[src/stamp_readout_pkg.sv]
// constants for the timestamp readout register bank
// assumes a 5-bit register address within the selected register page
package stamp_readout_pkg;

  // ==========================================================
  // register offsets
  localparam logic [4:0] write_data_checksum_off = 5'h1b;
  localparam logic [4:0] transmit_stamp_port_off = 5'h1c;
  localparam logic [4:0] receive_stamp_port_off = 5'h1d;
  localparam logic [4:0] event_queue_status_off = 5'h1e;

  // ==========================================================
  // reset values and limits
  localparam logic [15:0] word_zero = 16'h0000;
  localparam logic [1:0] stamp_overflow_max = 2'h3;
  localparam logic [2:0] missed_event_max = 3'h7;

  // ==========================================================
  // readout sequence lengths, last word index
  localparam logic [1:0] transmit_last_word = 2'h3;
  localparam logic [2:0] receive_last_word = 3'h5;

  // ==========================================================
  // event status field positions
  localparam int missed_event_count_lsb = 8;
  localparam int changed_word_count_lsb = 6;
  localparam int edge_direction_bit = 5;
  localparam int event_unit_index_lsb = 2;
  localparam int simultaneous_events_bit = 1;
  localparam int event_seen_bit = 0;

endpackage : stamp_readout_pkg

[src/ones_sum16.sv]
// one's complement adder used by both running checksums
// assumes purely combinational use inside a clocked owner
`timescale 1ns/100ps
`default_nettype none

module ones_sum16 #(
  parameter int WIDTH = 16
) (
  input wire logic [WIDTH-1:0] sum_in,
  input wire logic [WIDTH-1:0] addend,
  output logic [WIDTH-1:0] sum_out
);

  // ==========================================================
  // end-around carry
  logic [WIDTH:0] raw;

  always_comb begin
    raw = {1'b0, sum_in} + {1'b0, addend};
    sum_out = raw[WIDTH-1:0] + {{(WIDTH-1){1'b0}}, raw[WIDTH]};
  end

endmodule : ones_sum16

`default_nettype wire

[src/stamp_readout_regs.sv]
// page-4 timestamp readout bank: write checksum, transmit and receive
// stamp ports, event queue status
// assumes the capture logic offers stamps on core_clk with push strobes,
// and register strobes are single-cycle pulses on core_clk
`timescale 1ns/100ps
`default_nettype none

module stamp_readout_regs #(
  parameter int UNITS = 8
) (
  input wire logic core_clk,
  input wire logic nrst,
  // register access, page already decoded
  input wire logic page4_sel,
  input wire logic ctrl_frame,
  input wire logic reg_wr,
  input wire logic reg_rd,
  input wire logic [4:0] reg_addr,
  input wire logic [15:0] reg_wdata,
  output logic [15:0] reg_rdata,
  // read checksum accumulator shared with its own register
  input wire logic read_sum_clear,
  output logic [15:0] read_sum_value,
  // transmit stamp capture
  input wire logic tx_push,
  input wire logic [29:0] tx_nanoseconds,
  input wire logic [31:0] tx_seconds,
  output logic tx_slot_free,
  // receive stamp capture
  input wire logic rx_push,
  input wire logic [29:0] rx_nanoseconds,
  input wire logic [31:0] rx_seconds,
  input wire logic [15:0] rx_sequence_id,
  input wire logic [3:0] rx_message_type,
  input wire logic [11:0] rx_source_hash,
  output logic rx_slot_free,
  // event capture
  input wire logic ev_push,
  input wire logic [UNITS-1:0] ev_detect,
  input wire logic [UNITS-1:0] ev_rise,
  input wire logic [29:0] ev_nanoseconds,
  input wire logic [31:0] ev_seconds,
  // event stamp handed over to the event data reader on each status read that finds an event held
  output logic event_data_valid,
  output logic event_ext_present,
  output logic [15:0] event_ext_status,
  output logic [29:0] event_nanoseconds,
  output logic [31:0] event_seconds
);

  // ==========================================================
  // state
  typedef struct packed {
    logic [15:0] rdata;
    logic [15:0] wr_sum;
    logic [15:0] rd_sum;
    // transmit slot
    logic tx_valid;
    logic [29:0] tx_ns;
    logic [31:0] tx_sec;
    logic [1:0] tx_ovf;
    logic [1:0] tx_pend_ovf;
    logic [1:0] tx_idx;
    // receive slot
    logic rx_valid;
    logic [29:0] rx_ns;
    logic [31:0] rx_sec;
    logic [15:0] rx_seq;
    logic [3:0] rx_type;
    logic [11:0] rx_hash;
    logic [1:0] rx_ovf;
    logic [1:0] rx_pend_ovf;
    logic [2:0] rx_idx;
    // event head
    logic ev_valid;
    logic [15:0] ev_status;
    logic [15:0] ev_ext;
    logic [29:0] ev_ns;
    logic [31:0] ev_sec;
    logic [61:0] ev_prev;
    logic [UNITS-1:0][2:0] ev_missed;
    // event data hand-over
    logic out_valid;
    logic out_mult;
    logic [15:0] out_ext;
    logic [29:0] out_ns;
    logic [31:0] out_sec;
  } state_t;

  state_t cur, nxt;

  // ==========================================================
  // access decode
  logic wr_any, rd_any, acc_ok;
  logic rd_wsum, rd_tx, rd_rx, rd_est;
  logic [15:0] rd_word, wr_sum_added, rd_sum_added;
  assign wr_any = page4_sel && reg_wr;
  assign rd_any = page4_sel && reg_rd;
  assign acc_ok = !ctrl_frame;
  assign rd_wsum = rd_any &&
    (reg_addr == stamp_readout_pkg::write_data_checksum_off);
  assign rd_tx = rd_any &&
    (reg_addr == stamp_readout_pkg::transmit_stamp_port_off);
  assign rd_rx = rd_any &&
    (reg_addr == stamp_readout_pkg::receive_stamp_port_off);
  assign rd_est = rd_any &&
    (reg_addr == stamp_readout_pkg::event_queue_status_off);

  // ==========================================================
  // read data select, all reads of other offsets answer zero
  always_comb begin
    rd_word = stamp_readout_pkg::word_zero;
    if (rd_wsum) begin
      rd_word = cur.wr_sum;
    end else if (rd_tx && cur.tx_valid) begin
      unique case (cur.tx_idx)
        2'h0: rd_word = cur.tx_ns[15:0];
        2'h1: rd_word = {cur.tx_ovf, cur.tx_ns[29:16]};
        2'h2: rd_word = cur.tx_sec[15:0];
        2'h3: rd_word = cur.tx_sec[31:16];
      endcase
    end else if (rd_rx && cur.rx_valid) begin
      case (cur.rx_idx)
        3'h0: rd_word = cur.rx_ns[15:0];
        3'h1: rd_word = {cur.rx_ovf, cur.rx_ns[29:16]};
        3'h2: rd_word = cur.rx_sec[15:0];
        3'h3: rd_word = cur.rx_sec[31:16];
        3'h4: rd_word = cur.rx_seq;
        3'h5: rd_word = {cur.rx_type, cur.rx_hash};
        default: rd_word = stamp_readout_pkg::word_zero;
      endcase
    end else if (rd_est) begin
      rd_word = cur.ev_valid ? cur.ev_status : stamp_readout_pkg::word_zero;
    end
  end

  // ==========================================================
  // checksum adders
  // write data summed
  ones_sum16 #(.WIDTH(16)) u_wr_add (
    .sum_in(cur.wr_sum),
    .addend(reg_wdata),
    .sum_out(wr_sum_added)
  );

  ones_sum16 #(.WIDTH(16)) u_rd_add (
    .sum_in(cur.rd_sum),
    .addend(rd_word),
    .sum_out(rd_sum_added)
  );

  // ==========================================================
  // event status built from a new capture
  logic [15:0] new_status, new_ext;
  logic [2:0] unit_low, unit_miss, unit_sel;
  logic found_low, found_miss;
  logic [1:0] changed;
  logic [61:0] new_ts;
  always_comb begin
    unit_low = 3'h0;
    unit_miss = 3'h0;
    found_low = 1'b0;
    found_miss = 1'b0;
    new_ext = stamp_readout_pkg::word_zero;
    new_ts = {ev_seconds, ev_nanoseconds};
    // scan units from the top so the lowest index wins
    for (int i = UNITS - 1; i >= 0; i--) begin
      if (ev_detect[i]) begin
        unit_low = 3'(i);
        found_low = 1'b1;
        if (cur.ev_missed[i] != 3'h0) begin
          unit_miss = 3'(i);
          found_miss = 1'b1;
        end
      end
    end
    for (int i = 0; i < UNITS && i < 8; i++) begin
      new_ext[2*i] = ev_detect[i];
      new_ext[2*i+1] = ev_rise[i];
    end
    unit_sel = found_miss ? unit_miss : unit_low;
    if (new_ts[61:46] != cur.ev_prev[61:46]) begin
      changed = 2'h3;
    end else if (new_ts[45:30] != cur.ev_prev[45:30]) begin
      changed = 2'h2;
    end else if (new_ts[29:16] != cur.ev_prev[29:16]) begin
      changed = 2'h1;
    end else begin
      changed = 2'h0;
    end
    new_status = stamp_readout_pkg::word_zero;
    new_status[stamp_readout_pkg::missed_event_count_lsb +: 3] =
      cur.ev_missed[unit_sel];
    new_status[stamp_readout_pkg::changed_word_count_lsb +: 2] = changed;
    new_status[stamp_readout_pkg::edge_direction_bit] = ev_rise[unit_sel];
    new_status[stamp_readout_pkg::event_unit_index_lsb +: 3] = unit_sel;
    new_status[stamp_readout_pkg::simultaneous_events_bit] =
      (ev_detect & (ev_detect - UNITS'(1))) != '0;
    new_status[stamp_readout_pkg::event_seen_bit] = found_low;
  end

  // ==========================================================
  // next state
  logic tx_done, rx_done, ev_pop, ev_take;
  always_comb begin
    nxt = cur;
    nxt.rdata = rd_word;
    tx_done = rd_tx && cur.tx_valid &&
      (cur.tx_idx == stamp_readout_pkg::transmit_last_word);
    rx_done = rd_rx && cur.rx_valid &&
      (cur.rx_idx == stamp_readout_pkg::receive_last_word);
    ev_pop = rd_est && cur.ev_valid;
    ev_take = ev_push && (ev_detect != '0) && (!cur.ev_valid || ev_pop);

    // write checksum, clear on read wins over a same-cycle write
    if (wr_any && acc_ok) begin
      nxt.wr_sum = wr_sum_added;
    end
    if (rd_wsum) begin
      nxt.wr_sum = stamp_readout_pkg::word_zero;
    end
    if (read_sum_clear) begin
      nxt.rd_sum = stamp_readout_pkg::word_zero;
    end else if (acc_ok && (rd_wsum || rd_tx || rd_rx || rd_est)) begin
      nxt.rd_sum = rd_sum_added;
    end

    // transmit slot walk and refill
    if (rd_tx && cur.tx_valid) begin
      nxt.tx_idx = cur.tx_idx + 2'h1;
    end
    if (tx_done) begin
      nxt.tx_valid = 1'b0;
    end
    if (tx_push) begin
      if (!cur.tx_valid || tx_done) begin
        nxt.tx_valid = 1'b1;
        nxt.tx_ns = tx_nanoseconds;
        nxt.tx_sec = tx_seconds;
        nxt.tx_idx = 2'h0;
        nxt.tx_ovf = cur.tx_pend_ovf;
        nxt.tx_pend_ovf = 2'h0;
      end else if (cur.tx_pend_ovf !=
          stamp_readout_pkg::stamp_overflow_max) begin
        nxt.tx_pend_ovf = cur.tx_pend_ovf + 2'h1;
      end
    end

    // receive slot walk and refill
    if (rd_rx && cur.rx_valid) begin
      nxt.rx_idx = cur.rx_idx + 3'h1;
    end
    if (rx_done) begin
      nxt.rx_valid = 1'b0;
    end
    if (rx_push) begin
      if (!cur.rx_valid || rx_done) begin
        nxt.rx_valid = 1'b1;
        nxt.rx_ns = rx_nanoseconds;
        nxt.rx_sec = rx_seconds;
        nxt.rx_seq = rx_sequence_id;
        nxt.rx_type = rx_message_type;
        nxt.rx_hash = rx_source_hash;
        nxt.rx_idx = 3'h0;
        nxt.rx_ovf = cur.rx_pend_ovf;
        nxt.rx_pend_ovf = 2'h0;
      end else if (cur.rx_pend_ovf !=
          stamp_readout_pkg::stamp_overflow_max) begin
        nxt.rx_pend_ovf = cur.rx_pend_ovf + 2'h1;
      end
    end

    // event head: pop hands the stamp to the data reader
    nxt.out_valid = 1'b0;
    if (ev_pop) begin
      nxt.ev_valid = 1'b0;
      nxt.out_valid = 1'b1;
      nxt.out_mult = cur.ev_status[stamp_readout_pkg::simultaneous_events_bit];
      nxt.out_ext = cur.ev_ext;
      nxt.out_ns = cur.ev_ns;
      nxt.out_sec = cur.ev_sec;
    end
    if (ev_take) begin
      nxt.ev_valid = 1'b1;
      nxt.ev_status = new_status;
      nxt.ev_ext = new_ext;
      nxt.ev_ns = ev_nanoseconds;
      nxt.ev_sec = ev_seconds;
      nxt.ev_prev = new_ts;
    end
    // per-unit missed counters: reported units restart, lost ones count
    for (int i = 0; i < UNITS; i++) begin
      if (ev_push && ev_detect[i]) begin
        if (ev_take) begin
          nxt.ev_missed[i] = 3'h0;
        end else if (cur.ev_missed[i] !=
            stamp_readout_pkg::missed_event_max) begin
          nxt.ev_missed[i] = cur.ev_missed[i] + 3'h1;
        end
      end
    end
  end

  // ==========================================================
  // state register
  always_ff @(posedge core_clk or negedge nrst) begin
    if (!nrst) begin
      cur <= '0;
    end else begin
      cur <= nxt;
    end
  end

  // ==========================================================
  // outputs straight from state
  assign reg_rdata = cur.rdata;
  assign read_sum_value = cur.rd_sum;
  assign tx_slot_free = !cur.tx_valid;
  assign rx_slot_free = !cur.rx_valid;
  assign event_data_valid = cur.out_valid;
  assign event_ext_present = cur.out_mult;
  assign event_ext_status = cur.out_ext;
  assign event_nanoseconds = cur.out_ns;
  assign event_seconds = cur.out_sec;

endmodule : stamp_readout_regs

`default_nettype wire

[config.mk]
export PLATFORM = sky130hd
export DESIGN_NAME = stamp_readout_regs
export DESIGN_NICKNAME = d
export VERILOG_FILES = /design/src/stamp_readout_pkg.sv /design/src/ones_sum16.sv /design/src/stamp_readout_regs.sv
export SDC_FILE = /design/constraint.sdc
export NUM_CORES = 1
export LEC_CHECK = 0
export ABC_CLOCK_PERIOD_IN_PS = 15090
export BUFFER_PORTS_ARGS = -buffer_cell sky130_fd_sc_hd__buf_2
export CAP_MARGIN = 20
export CORE_AREA = 2 2 169 213
export CTS_BUF_LIST = sky130_fd_sc_hd__clkbuf_2 sky130_fd_sc_hd__clkbuf_4 sky130_fd_sc_hd__clkbuf_8
export DETAILED_ROUTE_END_ITERATION = 7
export DIE_AREA = 0 0 171 215
export PLACE_DENSITY = 0.95
export SLEW_MARGIN = 20
export SYNTH_ARGS = -nofsm -noshare
export SYNTH_HDL_FRONTEND = slang
export SYNTH_HIERARCHICAL = 1
export SYNTH_SLANG_ARGS = --single-unit
[constraint.sdc]
create_clock -name core_clk -period 15.09 [get_ports core_clk]
set_input_delay 0.7545 -clock core_clk [delete_from_list [all_inputs] [get_ports core_clk]]
set_output_delay 0.7545 -clock core_clk [all_outputs]
set_load 0.02 [all_outputs]
# Word level (Yosys, flattened, before mapping)
# Cells that the tools add are included.
dict set report classes {
  reduce_logical 70
  muxes 100
  magnitude_cmp 1
  bitwise 1
  n_eq_ne 25
  add_sub_neg 17
}
# cell count
set ops {}
lappend ops {{two-way mux 157 bit} 1}
lappend ops {{two-way mux 3 bit} 44}
lappend ops {{two-way mux 16 bit} 7}
lappend ops {{two-way mux 102 bit} 1}
lappend ops {{two-way mux 97 bit} 1}
lappend ops {{one-hot mux 16 bit (6 select lines)} 1}
lappend ops {{two-way mux 80 bit} 1}
lappend ops {{two-way mux 69 bit} 1}
lappend ops {{two-way mux 65 bit} 1}
lappend ops {{one-hot mux 16 bit (4 select lines)} 1}
lappend ops {{adder 16 x 16 -> 17 bit} 2}
lappend ops {{adder 16 x 1 -> 16 bit} 2}
lappend ops {{inequality test 16 bit} 2}
lappend ops {{two-way mux 1 bit} 29}
lappend ops {{adder 3 x 1 -> 3 bit (second input constant)} 9}
lappend ops {{nonzero test 2 bit} 13}
lappend ops {{inequality test 3 bit (second input constant)} 8}
lappend ops {{AND reduction 2 bit} 12}
lappend ops {{nonzero test 3 bit} 8}
lappend ops {{logical AND 1 bit} 23}
lappend ops {{two-way mux 11 bit} 2}
lappend ops {{equality test 5 bit (second input constant)} 4}
lappend ops {{two-way mux 2 bit} 8}
lappend ops {{nonzero test 8 bit} 2}
lappend ops {{other kinds (17)} 31}
dict set report totals {
  register_bits 475
}

# Longest topological paths before layout
# Gate-level depths: netlist (run 1).
dict set report logic_depth {
  depth_word 21
  mapped_depth 29
  ltp_nobuf 26
}

# Modules after synthesis
# The synthesis (run 1) kept the hierarchy.
# module seq_area_each_um2 cells_per_inst area_per_inst_um2 n_inst
set by_module_without_submodules {}
lappend by_module_without_submodules {stamp_readout_regs 10334.9 1819 19317.3 1}
lappend by_module_without_submodules {{ones_sum16 (u_wr_add)} 0.0 162 1268.7 1}
lappend by_module_without_submodules {{ones_sum16 (u_rd_add)} 0.0 146 1109.8 1}

# Worst setup path after synthesis (run 1)
# No wires, ideal clock.
dict set report synth_timing {
  path_type {register to register}
  start {register cur[263] (netlist name)}
  end {register cur (netlist bit read_sum_value[14])}
  arrival_time_ps 4862
  period_less_slack_ps 4994
  setup_time_ps 132
  stages_incl_launch_ff 28
  path_buffers 3
  slack_ps 10096
  path_cell_list {dfrtp_1 buf_2 buf_2 clkbuf_1 inv_1 ha_1 a222oi_1 a21oi_1 a221oi_1 a21oi_1 ha_1 fa_1 a211oi_2 o211a_1 nor2_1 a211o_1 a21oi_1 nor2b_1 o21ai_0 nand2b_1 ha_1 ha_1 nand2_1 nor2_1 nor4b_2 xnor2_1 mux2i_1 nor2_1}
}
# item line
set synth_lines {}
lappend synth_lines {{start, declared} stamp_readout_regs.sv:90} ;# state_t cur, nxt;
lappend synth_lines {{start signal, assigned} stamp_readout_regs.sv:310} ;# cur <= nxt;

==> results of run 1 <==
timing repair:
item                                   in CTS  in global routing
hold buffers                                0                  1
endpoints found under the hold margin       0                 14
gates resized for setup                     0                  0
worst max-delay path, stage by stage (launching register included):
cell	delay, ns
dfrtp_1	0.74
buf_4	0.43
inv_1	0.08
ha_1	0.44
a222oi_1	0.48
a21oi_1	0.15
a221oi_1	0.38
a21oi_1	0.17
ha_1	0.27
fa_1	0.45
a211oi_2	0.25
o211a_1	0.21
nor2_1	0.08
a211o_1	0.29
a21oi_1	0.24
nor2b_1	0.07
o21ai_0	0.15
nand2b_1	0.08
ha_1	0.22
nand3_1	0.16
or2_2	0.16
nor2_1	0.05
nor4b_2	0.20
xor2_1	0.16
mux2i_1	0.14
nor2_1	0.06
cells in the mapped netlist, types with 10 or more instances:
cell / instances / area (µm²)
nand2b_1: 15 / 93.84
ha_1: 71 / 888.4
a222oi_1: 32 / 320.3
a22o_1: 24 / 210.2
a21o_1: 14 / 105.1
nand4_1: 16 / 100.1
buf_2: 47 / 235.2
inv_1: 36 / 135.1
nor2b_1: 10 / 62.56
mux2_2: 204 / 2297
o211ai_1: 10 / 75.07
o21ai_0: 58 / 290.3
nor3_1: 10 / 50.05
mux2i_1: 19 / 190.2
xnor2_1: 54 / 473.0
a221oi_1: 18 / 157.7
a21oi_1: 81 / 405.4
nor4_1: 12 / 75.07
xor2_1: 38 / 332.8
dfrtp_1: 413 / 10330
nand3_1: 27 / 135.1
nand2_1: 518 / 1944
nor2_1: 85 / 319.1
buf_4: 111 / 833.3
clkbuf_1: 51 / 191.4
cell type report:
cell class	instances	area, µm²
Antenna cell	14	35.03
Clock buffer	104	1331
Clock inverter	17	244.0
Fill cell	2381	10240
Inverter	36	135.1
Multi-Input combinational cell	1459	9943
Sequential cell	413	10330
Tap cell	474	593.1
Timing Repair Buffer	388	2019
kinds of logic (layout without fill, tap and decap cells):
group | after synthesis | in the layout | share of synthesized area
compound gates | 321 | 321 | 0.1082
xor+xnor | 92 | 92 | 0.03714
fa+ha+maj | 74 | 74 | 0.04325
buf+inv | 255 | 545 | 0.06788
flops | 413 | 413 | 0.4764
mux | 230 | 230 | 0.1195
other cells | 0 | 14 | 0
simple gates | 742 | 742 | 0.1477
worst min-delay path by stage:
stage / slack (ns) / to / startpoint
after CTS: 0.27 / cur[205] / ev_nanoseconds[7]
after global placement: 0.45 / cur[204] / cur[204]
after floorplan: 0.44 / cur[244] / cur[244]
after global routing: 0.30 / cur[205] / ev_nanoseconds[7]
after detailed placement: 0.46 / cur[244] / cur[244]
final: 0.30 / cur[205] / ev_nanoseconds[7]
stage by stage:
stage / power (mW) / setup WS (ns) / hold slack [ns]
after floorplan: 2.271 / 10.10 / 0.4396
after detailed placement: 2.564 / 9.299 / 0.4618
after global placement: 2.485 / 9.394 / 0.4521
after CTS: 3.710 / 9.134 / 0.2692
final: 3.729 / 8.840 / 0.3032
after global routing: 3.914 / 8.462 / 0.3048
registers in the layout, indices dropped and copies added, names as in the netlist:
| name | flops |
|---|---|
| event_data_valid | 1 |
| event_ext_status | 16 |
| read_sum_value | 16 |
| event_ext_present | 1 |
| cur | 301 |
| reg_rdata | 16 |
| event_seconds | 32 |
| event_nanoseconds | 30 |
routing by layer:
metal | vias up | share of wire
li1 | 7751 | -
met1 | 8692 | 0.35
met4 | 8 | 0.078
met2 | 1151 | 0.48
met5 | - | 0.00080
met3 | 389 | 0.093
where the power goes:
group / total, mW / switching, mW / internal [mW]
sequential: 1.53 / 0.198 / 1.33
clock: 1.14 / 0.483 / 0.655
combinational: 1.06 / 0.636 / 0.423
total: 3.73 / 1.32 / 2.41
==> results.toml, run 1 <==
[synthesis]
syn_nets = 2465
ys_async_sr_fraction = 1.000
synth_cell_types = 91
synth_seq_area_share = 0.4764
synth_cells = 2127
synth_edf_count = 0
mappedNetlistArea_um2 = 21700
yosysWarningCount = 6
synth_ff_type = "dfrtp_1"
yosys_register_bits = 413
average_size_of_a_mapped_cell_um2 = 10.20

[die]
dieArea_um2 = 36770
floorplan.io_pins = 379
initial_utilization = 0.6221
die_w_um = 171
row_count = 77
dieHeight_um = 215
core_area_um2 = 34880

[routing]
ant_nets = 0
viasPerCell = 6.193
drc_errors = 4
route.final.wire_length_um = 66520
wire_per_inst_um = 22.90
via_count = 17991
drt_first_iter_violations = 2129
detail_route.first_pass.iterations = 8

[cells_and_area]
post_layout_nonfiller_instances = 2905
flow.area_growth_from_synthesis_pct = 13.55
stdcell_area_um2 = 24640
finalCoreUtilization = 0.7064
mostFrequentLayoutCell = "nand2_1"
final_net_count = 2704
most-common-layout-cells = "517 x nand2_1, 413 x dfrtp_1, 377 x buf_2, 204 x mux2_2, 88 x clkbuf_8"
share_of_post_route_cells_with_drive_strength_above_1 = 0.3153

[placed_design]
dp.final_hpwl_um = 45840
routabilityCongestion = 1.028
post-place-cells = 2768
placed_area_um2 = 22970
port_buffers = 378

[timing]
min_period_ns = 6.250
worst_pin_slew_ns = 1.140
tns_ns = 0
setup_repair_after_global_routing_missed_its_margin = "no"
timing.final.crit_share = 0.4142
timing.clock.skew_ns = 0.04255
slew_violations = 0
hold_viol = 0
slew-limit-headroom = 0.2400
setup-violations-final = 0
timing.fmax_mhz = 160.0

[global_route]
grt_util_met3 = 0.09042
gr-usage-met2 = 0.5866
top_usage_layer = "met2"
first_global_vias = 18536
grt_use_total = 0.3629
grt_start_max_net_pins = 190
first_pass_grt_wire_length_um = 102300
grt_overflow = 0
gr_met1_demand_resource = 0.4282
antenna_violations_before_repair = 16

[cts]
cts_tree = "yes"
tritoncts_num_sinks = 413
cts_post_setup_buffers_inserted = 0
cts-root-buf = "clkbuf_8"
clock_insertion_delay_worst_skew_ns = 0.64
htree_num_levels = 3
ctsLongestPathBuffers = 3
path_clk_slew_ns = 0.07
cts_inserted_buffers = 68

[worst_setup_path]
timing.critical_path.to_type = "flip-flop"
r2r_setup_slack_ns = 8.84
worst_ep_arrival_time_ns = 6.75
endpoint_of_the_most_critical_register_to_register_path = "read_sum_value[15]"
path_max_fanout = 25
r2r.worst_path.cells = 25
crit_path_start = "cur[263]"
critical_path_source_type = "flip-flop"
setup.worst_path.end = "read_sum_value[15]"
timing_worst_setup_path_type = "reg2reg"
reg2reg_from = "cur[263]"
worst_path_required_ns = 15.59

[pwr]
power.static_leakage_nw = 12.88
irDropWorstVdd_uv = 127.0
powerDensity_nw_per_um2 = 151.4

[status]
violated_checks = "DRC"
status = "finished with violations"

[min_path]
min_delay_path_depth = 3
hold_path_class = "in2reg"

[job]
max_capacitance_violation_total = 0
(Power assumes the default switching activity.)
==> inputs of run 2 (changes only) <==
--- a/config.mk
+++ b/config.mk
@@ -5,14 +5,15 @@
 export SDC_FILE = /design/constraint.sdc
 export NUM_CORES = 1
 export LEC_CHECK = 0
-export ABC_CLOCK_PERIOD_IN_PS = 15090
+export ABC_AREA = 1
+export ABC_CLOCK_PERIOD_IN_PS = 5650
 export BUFFER_PORTS_ARGS = -buffer_cell sky130_fd_sc_hd__buf_2
 export CAP_MARGIN = 20
-export CORE_AREA = 2 2 169 213
+export CORE_AREA = 2 2 188 236
 export CTS_BUF_LIST = sky130_fd_sc_hd__clkbuf_2 sky130_fd_sc_hd__clkbuf_4 sky130_fd_sc_hd__clkbuf_8
 export DETAILED_ROUTE_END_ITERATION = 7
-export DIE_AREA = 0 0 171 215
-export PLACE_DENSITY = 0.95
+export DIE_AREA = 0 0 190 238
+export PLACE_DENSITY = 0.85
 export SLEW_MARGIN = 20
 export SYNTH_ARGS = -nofsm -noshare
 export SYNTH_HDL_FRONTEND = slang
==> constraint.sdc (replaced) <==
create_clock -name core_clk -period 5.65 [get_ports core_clk]
set_input_delay 0.2825 -clock core_clk [delete_from_list [all_inputs] [get_ports core_clk]]
set_output_delay 0.2825 -clock core_clk [all_outputs]
set_load 0.02 [all_outputs]
==> run 2 against run 1 <==
The run now ends clean. Routed wire length increased by 16%. Hold slack worse by 0.26 ns. Core utilization decreased by 6.0 points. Clock power grew to 2.7 times the previous value.
==> results.toml, run 2 <==
[status]
status = "finished clean"

[die]
floorplan.io_pins = 379
die_w_um = 190
core_area_um2 = 42860
dieHeight_um = 238
initial_utilization = 0.5246
dieArea_um2 = 45220
row_count = 85

[cells_and_area]
final.fill_count = 3296
flow.area_growth_from_synthesis_pct = 23.27
register_area_um2 = 10330
mostFrequentLayoutCell = "nand2_1"
finalCoreUtilization = 0.6467
footprint_of_the_multi_input_gates_um2 = 9802
regMostFlops = "cur"
most-common-layout-cells = "1255 x nand2_1, 413 x dfrtp_1, 377 x buf_2, 235 x dlygate4sd3_1, 227 x inv_1"
share_of_post_route_cells_with_drive_strength_above_1 = 0.1729
final_net_count = 3742
largest_register_ffs = 301
stdcell_area_um2 = 27720

[synthesis]
synth_cells = 2930
ys_async_sr_fraction = 1.000
yosysWarningCount = 6
mappedNetlistArea_um2 = 22480
synth_ff_type = "dfrtp_1"
synth_edf_count = 0
yosys.area.top_type_share = 0.4597
synth_seq_area_share = 0.4597
synthDominantAreaCellType = "dfrtp_1"
syn_nets = 3268
cells_taking_the_most_area_after_synthesis = "dfrtp_1 46%, nand2_1 21%, nand3_1 4.0%"
post_synth_most_frequent_cells = "1257 x nand2_1, 413 x dfrtp_1, 227 x inv_1, 180 x nand3_1, 131 x o21ai_0"
yosys_register_bits = 413
yosysMostFrequentCell = "nand2_1"
synth_cell_types = 53
average_size_of_a_mapped_cell_um2 = 7.674

[timing]
setup_repair_after_global_routing_missed_its_margin = "no"
timing.final.crit_share = 0.8991
timing.fmax_mhz = 196.9
slew-limit-headroom = 0.2574
hold_viol = 0
timing.clock.skew_ns = 0.04655
slew_violations = 0
min_period_ns = 5.080
worst_pin_slew_ns = 1.114
setup-violations-final = 0
tns_ns = 0

[routing]
route.top_layer_used = "met5"
met2RoutedLength_um = 36380
route.final.wire_length_um = 77270
ant_nets = 0
detailroute.wirelength.met3_um = 7302
wire_per_inst_um = 19.17
detail_route.first_pass.iterations = 7
viasPerCell = 5.507
drt-met1-wl_um = 27940
via_count = 22197
drc_errors = 0
drt_first_iter_violations = 2350

[cts]
cts_tree = "yes"
cts_post_setup_buffers_inserted = 0
clock_insertion_delay_worst_skew_ns = 0.66
htree_num_levels = 3
tritoncts_num_sinks = 413
cts_inserted_buffers = 68
path_clk_slew_ns = 0.07
cts-root-buf = "clkbuf_8"
ctsLongestPathBuffers = 3

[global_route]
grt_start_max_net_pins = 157
first_global_vias = 21912
grt_use_total = 0.3443
grt_overflow = 0
antenna_violations_before_repair = 17
first_pass_grt_wire_length_um = 119200

[pwr]
powerDensity_nw_per_um2 = 378.5
power.static_leakage_nw = 15.02
finalPower_mw = 10.49
irDropWorstVdd_uv = 276.9

[job]
max_capacitance_violation_total = 0

[worst_setup_path]
path_max_fanout = 16
slowest_stage = "ha_1"
worst_path_largest_cell_delay_ns = 0.56
worst_path_required_ns = 6.15
critical_path_source_type = "flip-flop"
worst_ep_arrival_time_ns = 5.58
timing_worst_setup_path_type = "reg2reg"
timing.critical_path.to_type = "flip-flop"
critPathMostFrequentCell = "nand2_1"

[placed_design]
port_buffers = 378
routabilityCongestion = 0.9537
dp.final_hpwl_um = 48470
placed_area_um2 = 23790

[min_path]
hold_path_class = "in2reg"
## run 2: cell count changes after synthesis, moves of 24 or more
| cell | before | now |
|---|---|---|
| nand2_1 | 518 | 1257 |
| mux2_2 | 204 | 0 |
| inv_1 | 36 | 227 |
| nand3_1 | 27 | 180 |
| o21ai_0 | 58 | 131 |
| a222oi_1 | 32 | 0 |
| xnor2_1 | 54 | 27 |
| nand2_2 | 0 | 25 |
| a22o_1 | 24 | 0 |
## run 2: what timing repair did
action / 4_1_cts / 5_1_grt
endpoints found under the hold margin: 352 / 0
hold buffers: 235 / 0
gates resized for setup: 0 / 0
## run 2: worst max-delay path, delay by kind of cell (launching register included)
| family | cells | cell delay, ns |
|---|---|---|
| adders and majority gates | 5 | 1.50 |
| buffers and inverters | 2 | 0.37 |
| and+or+nand+nor | 16 | 1.73 |
| AOI/OAI and AO/OA | 8 | 0.91 |
| DFF | 1 | 0.42 |
## run 2: cells by family (layout without fill, tap and decap cells)
logic type               count (synthesis)  in the layout  share of synthesized area
flip-flops                             413            413                     0.4597
adder cells (fa/ha/maj)                 73             73                    0.04129
AO/OA/AOI/OAI                          289            289                    0.07351
other                                    0             13                          0
AND/OR/NAND/NOR                       1633           1633                     0.2990
XOR/XNOR                                54             54                    0.02170
buffers and inverters                  468            991                     0.1048
## run 2: final cells by class
type	count	share of cell area
Inverter	248	0.03368
Multi-Input combinational cell	2049	0.3537
Antenna cell	13	0.001174
Timing Repair Buffer	624	0.1574
Sequential cell	413	0.3729
Clock inverter	21	0.01043
Tap cell	565	0.02551
Clock buffer	98	0.04528
## run 2: path summary, 6_finish.rpt
| kind | from | end | slack, ns | cells past startpoint |
|---|---|---|---|---|
| min in group asynchronous | nrst | cur[320] | 0.33 | 2 |
| hold / removal | ev_rise[0] | cur[229] | 0.05 | 3 |
| max in group asynchronous | nrst | event_nanoseconds[1] | 3.94 | 3 |
| hold reg to reg | cur[206] | event_nanoseconds[8] | 0.46 | 2 |
| setup reg to reg | cur[263] | read_sum_value[12] | 0.57 | 31 |
| setup / recovery | cur[263] | read_sum_value[12] | 0.57 | 31 |
## run 2: routing by layer
metal  global-route usage  vias to the layer above
li1                     -                    10076
met2               0.5593                     1395
met3              0.09899                      426
met4               0.2109                       18
met5                    0                        -
met1               0.4031                    10282
## run 2: power breakdown
part | internal, mW | total (mW) | switching (mW) | leakage, nW
clock | 1.75 | 3.06 | 1.30 | 0.812
sequential | 3.64 | 4.26 | 0.615 | 5.29
combinational | 1.17 | 3.17 | 2.01 | 8.93
## run 2: per-stage QoR
step | hold WS [ns] | instances | setup slack (ns)
after floorplan | -0.01309 | 2930 | 1.456
after global placement | 0.4198 | 3664 | 0.8658
after detailed placement | 0.4147 | 3664 | 0.7990
after CTS | 0.008547 | 4018 | 0.7272
after global routing | 0.05276 | 4025 | 0.1731
final | 0.04596 | 4031 | 0.5702
